`config.mk`:
```
export PLATFORM = sky130hd
export DESIGN_NAME = acmc_ctrl
export DESIGN_NICKNAME = d
export VERILOG_FILES = /design/src/acmc_pkg.sv /design/src/acmc_div.sv /design/src/acmc_ctrl.sv
export VERILOG_INCLUDE_DIRS = /design/src /design/src/src
export SDC_FILE = /design/constraint.sdc
export NUM_CORES = 1
export LEC_CHECK = 0
export BUFFER_PORTS_ARGS = -buffer_cell sky130_fd_sc_hd__buf_2
export CAP_MARGIN = 20
export CORE_ASPECT_RATIO = 0.75
export CORE_MARGIN = 2
export CORE_UTILIZATION = 57
export CTS_CLUSTER_SIZE = 14
export DETAILED_ROUTE_END_ITERATION = 7
export PLACE_DENSITY_LB_ADDON = 0.25
export SLEW_MARGIN = 0
export SYNTH_ARGS = -nofsm -noshare
export SYNTH_HDL_FRONTEND = slang
export SYNTH_SLANG_ARGS = --single-unit
```
`constraint.sdc`:
```
create_clock -name CLK -period 3.8 [get_ports CLK]
set_input_delay 0.19 -clock CLK [delete_from_list [all_inputs] [get_ports CLK]]
set_output_delay 0.19 -clock CLK [all_outputs]
set_load 0.01 [all_outputs]
```
`src/acmc_regs.svh`:
```
`ifndef ACMC_REGS_SVH
`define ACMC_REGS_SVH

// ----------------------------------------------------------------------
// Register placement
// ----------------------------------------------------------------------
`define ACMC_CTRL_ADDR 8'hd8
`define ACMC_CTRL_RESET 8'h00
`define ACMC_BIT_PAGE 5'h1b
`define ACMC_UNMAPPED_READ 8'h00

// ----------------------------------------------------------------------
// Field positions in adc_mode_channel_control
// ----------------------------------------------------------------------
`define ACMC_DONE_BIT 7
`define ACMC_SERIAL_BIT 6
`define ACMC_CONT_BIT 5
`define ACMC_SINGLE_BIT 4
`define ACMC_CHAN_MSB 3
`define ACMC_CHAN_LSB 0

// ----------------------------------------------------------------------
// ADC clock divide ratios by select code
// ----------------------------------------------------------------------
`define ACMC_DIV_CODE_8 2'h0
`define ACMC_DIV_CODE_4 2'h1
`define ACMC_DIV_CODE_16 2'h2
`define ACMC_DIV_CODE_32 2'h3
`define ACMC_DIV_8 6'h08
`define ACMC_DIV_4 6'h04
`define ACMC_DIV_16 6'h10
`define ACMC_DIV_32 6'h20

// ----------------------------------------------------------------------
// Acquisition length: code plus one ADC clocks (code 11 gives four)
// ----------------------------------------------------------------------
`define ACMC_ACQ_OFFSET 6'h01

// ----------------------------------------------------------------------
// Serial transfer phases
// ----------------------------------------------------------------------
`define ACMC_SER_IDLE 2'h0
`define ACMC_SER_HIGH 2'h1
`define ACMC_SER_LOW 2'h2

`endif

```
`src/acmc_pkg.sv`:
```
package acmc_pkg;

	typedef logic [3:0] acmc_chan_t;
	typedef logic [11:0] acmc_result_t;
	typedef logic [7:0] acmc_byte_t;

	typedef enum logic [1:0] {
		ACMC_IDLE = 2'b00,
		ACMC_ACQ = 2'b01,
		ACMC_CONV = 2'b10,
		ACMC_DONE = 2'b11
	} acmc_state_e;

endpackage : acmc_pkg

```
`src/acmc_div.sv`:
```
`timescale 1ns/1ps
`include "acmc_regs.svh"

module acmc_div (
	input logic clk,
	input logic rst_n,
	input logic [1:0] div_sel,
	output logic adc_clk,
	output logic adc_tick
);
	import acmc_pkg::*;

	logic [5:0] cnt;
	logic [5:0] ratio;
	logic [5:0] half;

	// ------------------------------------------------------------------
	// Ratio decode
	// ------------------------------------------------------------------
	function automatic logic [5:0] div_ratio(input logic [1:0] sel);
		logic [5:0] r;
		r = `ACMC_DIV_8;
		unique case (sel)
			`ACMC_DIV_CODE_8: r = `ACMC_DIV_8;
			`ACMC_DIV_CODE_4: r = `ACMC_DIV_4;
			`ACMC_DIV_CODE_16: r = `ACMC_DIV_16;
			`ACMC_DIV_CODE_32: r = `ACMC_DIV_32;
		endcase
		return r;
	endfunction : div_ratio

	assign ratio = div_ratio(div_sel);
	assign half = {1'b0, ratio[5:1]};

	// ------------------------------------------------------------------
	// Divider counter
	// ------------------------------------------------------------------
	// Wrap on >= so a smaller ratio chosen mid-count cannot overrun
	always_ff @(posedge clk or negedge rst_n) begin
		if (!rst_n) begin
			cnt <= 6'h00;
		end else if (cnt >= ratio - 6'h01) begin
			cnt <= 6'h00;
		end else begin
			cnt <= cnt + 6'h01;
		end
	end

	always_ff @(posedge clk or negedge rst_n) begin
		if (!rst_n) begin
			adc_clk <= 1'b0;
			adc_tick <= 1'b0;
		end else begin
			adc_clk <= (cnt < half);
			adc_tick <= (cnt >= ratio - 6'h01);
		end
	end

endmodule : acmc_div

```
`src/acmc_ctrl.sv`:
```
// Behaviour
// - Control register sits at address D8H and resets to 00H.
// - Each register bit can be written singly through the bit port.
// - Bit7 done, bit6 serial, bit5 continuous, bit4 single, bits3-0 channel.
// - Done flag sets when a conversion cycle finishes.
// - Done flag clears on interrupt vectoring if enabled, else software clears it.
// - With serial enable set, each result is written to the serial buffer.
// - With continuous set, a new conversion starts when one completes.
// - Continuous runs use divider and acquisition settings from timing config.
// - Writing one to single start starts exactly one conversion.
// - Single start bit clears itself when its conversion completes.
// - Conversion uses the channel number in the channel field.
// - ADC clock divide: 00 eight, 01 four, 10 sixteen, 11 thirty-two.
// - Acquisition lasts the selected ADC clocks; code 11 gives four.
`timescale 1ns/1ps
`include "acmc_regs.svh"

module acmc_ctrl #(
	parameter int CONV_CLKS = 14
) (
	input logic CLK,
	input logic RST_N,
	input logic [7:0] SFR_ADDR,
	input logic SFR_WR,
	input logic SFR_RD,
	input acmc_pkg::acmc_byte_t SFR_WDATA,
	output acmc_pkg::acmc_byte_t SFR_RDATA,
	input logic [7:0] BIT_ADDR,
	input logic BIT_WR,
	input logic BIT_WDATA,
	input logic BIT_RD,
	output logic BIT_RDATA,
	input logic [1:0] TIMING_DIV_SEL,
	input logic [1:0] TIMING_ACQ_SEL,
	input logic INT_ENABLE,
	input logic INT_VECTOR,
	output logic ADC_CLK,
	output logic ADC_TRACK,
	output logic ADC_CONVERT,
	output acmc_pkg::acmc_chan_t ADC_CHANNEL,
	input acmc_pkg::acmc_result_t ADC_RESULT_IN,
	output acmc_pkg::acmc_result_t RESULT,
	output logic RESULT_VALID,
	output logic SERIAL_TX_WR,
	output acmc_pkg::acmc_byte_t SERIAL_TX_DATA,
	output logic CONV_DONE_FLAG
);
	import acmc_pkg::*;

	localparam logic [5:0] CONV_LEN = 6'(CONV_CLKS);

	// ------------------------------------------------------------------
	// Declarations
	// ------------------------------------------------------------------
	acmc_byte_t ctrl;
	acmc_byte_t wr_mask;
	acmc_byte_t wr_val;
	acmc_state_e state;
	acmc_state_e next_state;
	logic [5:0] tick_cnt;
	logic [5:0] acq_len;
	logic run_single;
	logic adc_tick;
	logic start_evt;
	logic done_evt;
	logic restart;
	logic [1:0] ser_phase;
	acmc_result_t ser_hold;
	acmc_chan_t ser_chan;

	// ------------------------------------------------------------------
	// Helpers
	// ------------------------------------------------------------------
	function automatic logic byte_hit(input logic [7:0] addr);
		return addr == `ACMC_CTRL_ADDR;
	endfunction : byte_hit

	function automatic logic bit_hit(input logic [7:0] addr);
		return addr[7:3] == `ACMC_BIT_PAGE;
	endfunction : bit_hit

	function automatic logic [5:0] acq_clocks(input logic [1:0] sel);
		return {4'h0, sel} + `ACMC_ACQ_OFFSET;
	endfunction : acq_clocks

	// ------------------------------------------------------------------
	// ADC clock divider
	// ------------------------------------------------------------------
	acmc_div u_div (
		.clk(CLK),
		.rst_n(RST_N),
		.div_sel(TIMING_DIV_SEL),
		.adc_clk(ADC_CLK),
		.adc_tick(adc_tick)
	);

	// ------------------------------------------------------------------
	// Write decode
	// ------------------------------------------------------------------
	// A byte write beats a bit write in the same cycle
	always_comb begin
		wr_mask = 8'h00;
		wr_val = ctrl;
		if (SFR_WR && byte_hit(SFR_ADDR)) begin
			wr_mask = 8'hff;
			wr_val = SFR_WDATA;
		end else if (BIT_WR && bit_hit(BIT_ADDR)) begin
			wr_mask[BIT_ADDR[2:0]] = 1'b1;
			wr_val[BIT_ADDR[2:0]] = BIT_WDATA;
		end
	end

	// ------------------------------------------------------------------
	// Control register fields
	// ------------------------------------------------------------------
	// Hardware set of the done flag wins over any clear
	always_ff @(posedge CLK or negedge RST_N) begin
		if (!RST_N) begin
			ctrl[`ACMC_DONE_BIT] <= 1'b0;
		end else if (done_evt) begin
			ctrl[`ACMC_DONE_BIT] <= 1'b1;
		end else if (wr_mask[`ACMC_DONE_BIT]) begin
			ctrl[`ACMC_DONE_BIT] <= wr_val[`ACMC_DONE_BIT];
		end else if (INT_ENABLE && INT_VECTOR) begin
			ctrl[`ACMC_DONE_BIT] <= 1'b0;
		end
	end

	// Software write of one wins over the self-clear
	always_ff @(posedge CLK or negedge RST_N) begin
		if (!RST_N) begin
			ctrl[`ACMC_SINGLE_BIT] <= 1'b0;
		end else if (wr_mask[`ACMC_SINGLE_BIT]) begin
			ctrl[`ACMC_SINGLE_BIT] <= wr_val[`ACMC_SINGLE_BIT];
		end else if (done_evt && run_single) begin
			ctrl[`ACMC_SINGLE_BIT] <= 1'b0;
		end
	end

	always_ff @(posedge CLK or negedge RST_N) begin
		if (!RST_N) begin
			ctrl[`ACMC_SERIAL_BIT] <= 1'b0;
			ctrl[`ACMC_CONT_BIT] <= 1'b0;
			ctrl[`ACMC_CHAN_MSB:`ACMC_CHAN_LSB] <= 4'h0;
		end else begin
			if (wr_mask[`ACMC_SERIAL_BIT]) begin
				ctrl[`ACMC_SERIAL_BIT] <= wr_val[`ACMC_SERIAL_BIT];
			end
			if (wr_mask[`ACMC_CONT_BIT]) begin
				ctrl[`ACMC_CONT_BIT] <= wr_val[`ACMC_CONT_BIT];
			end
			ctrl[`ACMC_CHAN_MSB:`ACMC_CHAN_LSB] <= wr_val[`ACMC_CHAN_MSB:`ACMC_CHAN_LSB];
		end
	end

	assign CONV_DONE_FLAG = ctrl[`ACMC_DONE_BIT];

	// ------------------------------------------------------------------
	// Read port
	// ------------------------------------------------------------------
	always_ff @(posedge CLK or negedge RST_N) begin
		if (!RST_N) begin
			SFR_RDATA <= `ACMC_UNMAPPED_READ;
		end else if (SFR_RD) begin
			SFR_RDATA <= byte_hit(SFR_ADDR) ? ctrl : `ACMC_UNMAPPED_READ;
		end
	end

	always_ff @(posedge CLK or negedge RST_N) begin
		if (!RST_N) begin
			BIT_RDATA <= 1'b0;
		end else if (BIT_RD) begin
			BIT_RDATA <= bit_hit(BIT_ADDR) ? ctrl[BIT_ADDR[2:0]] : 1'b0;
		end
	end

	// ------------------------------------------------------------------
	// Conversion sequencer
	// ------------------------------------------------------------------
	assign acq_len = acq_clocks(TIMING_ACQ_SEL);
	// Continuous bit sampled only at a boundary, so clearing it never aborts
	assign restart = ctrl[`ACMC_CONT_BIT] || (ctrl[`ACMC_SINGLE_BIT] && !run_single);
	assign start_evt = (state == ACMC_IDLE) && (ctrl[`ACMC_SINGLE_BIT] || ctrl[`ACMC_CONT_BIT]);
	assign done_evt = (state == ACMC_DONE);

	always_comb begin
		next_state = state;
		unique case (state)
			ACMC_IDLE: begin
				if (start_evt) begin
					next_state = ACMC_ACQ;
				end
			end
			ACMC_ACQ: begin
				if (adc_tick && tick_cnt >= acq_len - 6'h01) begin
					next_state = ACMC_CONV;
				end
			end
			ACMC_CONV: begin
				if (adc_tick && tick_cnt >= CONV_LEN - 6'h01) begin
					next_state = ACMC_DONE;
				end
			end
			ACMC_DONE: begin
				next_state = restart ? ACMC_ACQ : ACMC_IDLE;
			end
		endcase
	end

	always_ff @(posedge CLK or negedge RST_N) begin
		if (!RST_N) begin
			state <= ACMC_IDLE;
		end else begin
			state <= next_state;
		end
	end

	// ADC clock count within the current phase
	always_ff @(posedge CLK or negedge RST_N) begin
		if (!RST_N) begin
			tick_cnt <= 6'h00;
		end else if (next_state != state) begin
			tick_cnt <= 6'h00;
		end else if (adc_tick) begin
			tick_cnt <= tick_cnt + 6'h01;
		end
	end

	// Origin of the run: single or continuous
	always_ff @(posedge CLK or negedge RST_N) begin
		if (!RST_N) begin
			run_single <= 1'b0;
		end else if (start_evt) begin
			run_single <= ctrl[`ACMC_SINGLE_BIT];
		end else if (done_evt && restart) begin
			run_single <= !ctrl[`ACMC_CONT_BIT];
		end
	end

	// Channel latched as each conversion starts
	always_ff @(posedge CLK or negedge RST_N) begin
		if (!RST_N) begin
			ADC_CHANNEL <= 4'h0;
		end else if (start_evt || (done_evt && restart)) begin
			ADC_CHANNEL <= ctrl[`ACMC_CHAN_MSB:`ACMC_CHAN_LSB];
		end
	end

	always_ff @(posedge CLK or negedge RST_N) begin
		if (!RST_N) begin
			ADC_TRACK <= 1'b0;
			ADC_CONVERT <= 1'b0;
		end else begin
			ADC_TRACK <= (next_state == ACMC_ACQ);
			ADC_CONVERT <= (next_state == ACMC_CONV);
		end
	end

	// ------------------------------------------------------------------
	// Result capture
	// ------------------------------------------------------------------
	always_ff @(posedge CLK or negedge RST_N) begin
		if (!RST_N) begin
			RESULT <= 12'h000;
			RESULT_VALID <= 1'b0;
		end else begin
			RESULT_VALID <= done_evt;
			if (done_evt) begin
				RESULT <= ADC_RESULT_IN;
			end
		end
	end

	// ------------------------------------------------------------------
	// Direct transfer to serial buffer
	// ------------------------------------------------------------------
	// Two writes: channel with high nibble, then low byte
	always_ff @(posedge CLK or negedge RST_N) begin
		if (!RST_N) begin
			ser_phase <= `ACMC_SER_IDLE;
			ser_hold <= 12'h000;
			ser_chan <= 4'h0;
		end else if (done_evt && ctrl[`ACMC_SERIAL_BIT]) begin
			ser_phase <= `ACMC_SER_HIGH;
			ser_hold <= ADC_RESULT_IN;
			ser_chan <= ADC_CHANNEL;
		end else if (ser_phase == `ACMC_SER_HIGH) begin
			ser_phase <= `ACMC_SER_LOW;
		end else begin
			ser_phase <= `ACMC_SER_IDLE;
		end
	end

	always_ff @(posedge CLK or negedge RST_N) begin
		if (!RST_N) begin
			SERIAL_TX_WR <= 1'b0;
			SERIAL_TX_DATA <= 8'h00;
		end else begin
			SERIAL_TX_WR <= 1'b0;
			if (ser_phase == `ACMC_SER_HIGH) begin
				SERIAL_TX_WR <= 1'b1;
				SERIAL_TX_DATA <= {ser_chan, ser_hold[11:8]};
			end else if (ser_phase == `ACMC_SER_LOW) begin
				SERIAL_TX_WR <= 1'b1;
				SERIAL_TX_DATA <= ser_hold[7:0];
			end
		end
	end

endmodule : acmc_ctrl

```
==> results.py <==
metrics = {
    "cts": {
        "clockBufferDepth": 2,
        "cts_buffers": 9,
        "cts_hold_buf": 0,
        "clk_latency_ns": 0.36,
        "cts_root_buffer": "clkbuf_8",
        "clk_pin_slew_ns": 0.08,
        "post-cts-setup-buffers": 0,
        "cts_tree": "done",
        "cts_sinks": 80,
        "cts.repair.resized": 0,
        "htreeDepth": 3,
    },
    "synth": {
        "synth_seq_cells": 80,
        "synth_edf_count": 0,
        "ys_warn_count": 0,
        "synth_top_cell_by_area": "dfrtp_1",
        "muxShareOfSynthArea_pct": 15.9,
        "synthXorXnorAreaFrac_pct": 1.91,
        "synth_top_area_share_pct": 54.5,
        "syn-cell-area_um2": 3680,
        "synthAdderAreaFrac_pct": 4.42,
        "synthArstFlopShare_pct": 100,
        "synth_area_leaders": "dfrtp_1 (54%), mux2_2 (9.8%), mux2i_1 (4.9%), ha_1 (4.4%), nand2_1 (2.8%)",
        "synth_compound_area_share_pct": 9.02,
        "synth_top_family_by_area": "multiplexers",
        "synth_flop_cell": "dfrtp_1",
        "yosysUniqueCellTypes": 44,
        "ys_seq_area_share_pct": 54.5,
        "synth_cells": 317,
        "syn-num-nets": 379,
        "postSynthAreaPerCell_um2": 11.6,
        "synth_simple_gate_area_share_pct": 10.8,
    },
    "sta": {
        "drv_slew": 0,
        "relSlewSlack_pct": 48.5,
        "clock_skew_ns": 0.0189,
        "postLayoutSetupSlackWorst_ns": 1.66,
        "hold_viol": 0,
        "timing.final.crit_period_ns": 2.14,
        "finalSetupTns_ns": 0,
        "rsz0062_at_grt": "false",
        "setup_viol": 0,
        "finalCritPeriodShare_pct": 56.4,
        "tightest_slew_ns": 0.773,
        "fmax_ghz": 0.467,
    },
    "min_path": {
        "hold_path_class": "in2reg",
    },
    "power_and_ir_drop": {
        "p_sw_share_pct": 32.9,
        "powerDensity_nw_per_um2": 607,
        "comb_power_share_pct": 28.8,
        "clockPowerShare_pct": 24.5,
        "power.leakage_nw": 2.17,
        "ir_worst_vdd_uv": 350,
        "intPower_mw": 1.80,
        "pwr-share-seq_pct": 46.7,
        "p_sw_uw": 882,
    },
    "final_layout": {
        "layout.nets": 467,
        "drive_gt1_share_pct": 35.4,
        "diodes": 0,
        "syn_to_final_growth_pct": 20.0,
    },
    "critical_path": {
        "r2r_slack_ns": 1.66,
        "crit_path_max_incr_delay_ns": 0.69,
        "crit_path_start_kind": "flip-flop",
        "cp.arrival_ns": 2.38,
        "crit_path_end_kind": "flip-flop",
        "critPathSlowestCell": "and2_1",
        "crit_fanout": 18,
        "path_cells": "and2_1, nand2_2, mux2_2",
        "required_ns": 4.04,
        "crit_type": "reg2reg",
    },
    "global_routing": {
        "grt_pass1_vias": 2628,
        "grt_util_all_layers_pct": 22.7,
        "grt_first_pass_wirelength_mm": 12.6,
        "antenna_found_initial": 0,
        "grt_start_max_net_pins": 81,
        "overflow": 0,
    },
    "drt": {
        "drc_errors": 0,
        "via_per_inst": 5.44,
        "num_vias": 2671,
        "drt_pass1_iterations": 4,
        "drt-total-wl_mm": 7.58,
        "drtAntennaViolNets": 0,
        "wl_per_cell_um": 15.4,
        "drtIter0Drc": 191,
    },
    "placed_design": {
        "dp_hpwl_mm": 5.29,
        "dp_slack_ns": 1.68,
        "portBuffers": 87,
        "place_congestion": 0.820,
    },
    "run_status": {
        "run_status": "complete, no violations",
    },
    "floorplan": {
        "initial_core_util_pct": 58.8,
        "die-area_um2": 7110,
        "fp.dieW_um": 96.7,
        "placementRows": 25,
        "die_h_um": 73.6,
        "core_um2": 6260,
        "io_pins": 88,
    },
    "flow_run": {
        "maxCapViolCount": 0,
    },
}
==> sequential cells by signal, indices dropped and copies added, names as in the netlist, 2 cells and up <==
| signal | count |
|---|---|
| ADC_CHANNEL | 4 |
| SFR_RDATA | 8 |
| u_div.cnt | 6 |
| state | 2 |
| tick_cnt | 6 |
| ctrl | 7 |
| RESULT | 12 |
| ser_hold | 12 |
| ser_chan | 4 |
| SERIAL_TX_DATA | 8 |
| ser_phase | 2 |
==> synth_stat cells (all sizes together), types with 3 or more instances <==
cell type and n:
nor2 17, clkbuf 7, dfrtp 80, ha 13, nand2b 7, buf 5, mux2 32, a21oi 13
xnor2 3, nor4 5, o21ai 21, nand2 28, inv 20, nor3 3, nand3 5, a21o 6
mux2i 18, xor2 5
==> cell families (layout without fill, tap and decap cells) <==
family	count (synthesis)	after routing
AND/OR/NAND/NOR	79	79
multiplexers	52	52
AO/OA/AOI/OAI	53	53
flip-flops	80	80
adder cells (fa/ha/maj)	13	13
XOR/XNOR	8	8
buffers and inverters	32	125
==> path summary, 6_finish.rpt <==
path | from | end | cells after the start
setup / recovery | state[1] | ser_chan[2] | 3
hold / removal | BIT_RD | BIT_RDATA | 2
setup reg to reg | state[1] | ser_chan[2] | 3
hold reg to reg | u_div.cnt[5] | u_div.adc_clk | 1
max in group asynchronous | RST_N | tick_cnt[1] | 3
min in group asynchronous | RST_N | RESULT[8] | 2
==> cell type report <==
type | instances | area [um2]
Sequential cell | 80 | 2000
Fill cell | 472 | 1840
Multi-Input combinational cell | 205 | 1550
Timing Repair Buffer | 89 | 475
Clock buffer | 10 | 138
Tap cell | 81 | 101
Inverter | 20 | 75.1
Clock inverter | 6 | 73.8
==> per-stage QoR <==
step	util (%)	power [mW]	hold WS, ns	cell area, um2	cells
4_1_cts	69.9	2.70	0.0145	4380	489
2_1_floorplan	-	1.75	-0.106	3680	317
5_1_grt	70.5	2.85	0.0185	4410	491
6_report	70.5	2.68	0.0309	4410	491
3_3_place_gp	66.6	1.99	0.397	4160	473
3_5_place_dp	66.6	2.03	0.398	4160	473
==> power groups by stage <==
| stage | logic, mW | clock network, mW | registers [mW] |
|---|---|---|---|
| 2_1_floorplan | 0.476 | 0 | 1.27 |
| 3_5_place_dp | 0.767 | 0 | 1.27 |
| 5_1_grt | 0.860 | 0.708 | 1.29 |
| 6_report | 0.772 | 0.656 | 1.25 |
| 4_1_cts | 0.777 | 0.669 | 1.25 |
| 3_3_place_gp | 0.737 | 0 | 1.25 |
==> critical path, delay by kind of cell (launching register included) <==
kind          cells  cell delay (ns)
flops             1             0.53
simple gates      2             1.12
mux               1             0.39
==> metal layers <==
layer	up-vias	track usage (%)	share of wire, %
li1	1286	-	-
met3	7	7.23	4.9
met2	78	36.3	49
met1	1300	30.8	46
met4	0	5.48	0.66
met5	-	0	0
==> cells in the final DEF (no fill, tap or decap), types with 2 or more instances in the layout <==
master,Yosys,routed
nor4_1,5,5
mux4_2,2,2
nand3_1,5,5
inv_6,0,3
nand2_1,27,27
nand2b_1,7,7
xor2_1,5,5
nor2_1,17,17
nor4bb_1,2,2
nor3_1,3,3
and2_1,2,2
nand4_1,2,2
a31o_2,2,2
o21ai_0,20,20
ha_1,13,13
mux2i_1,18,18
inv_1,20,20
dfrtp_1,80,80
a21o_1,6,6
mux2_2,32,32
clkinv_4,0,2
clkbuf_8,0,10
buf_2,5,86
a21oi_1,13,13
xnor2_1,3,3
Note: power is estimated with default switching activity, not from simulation.
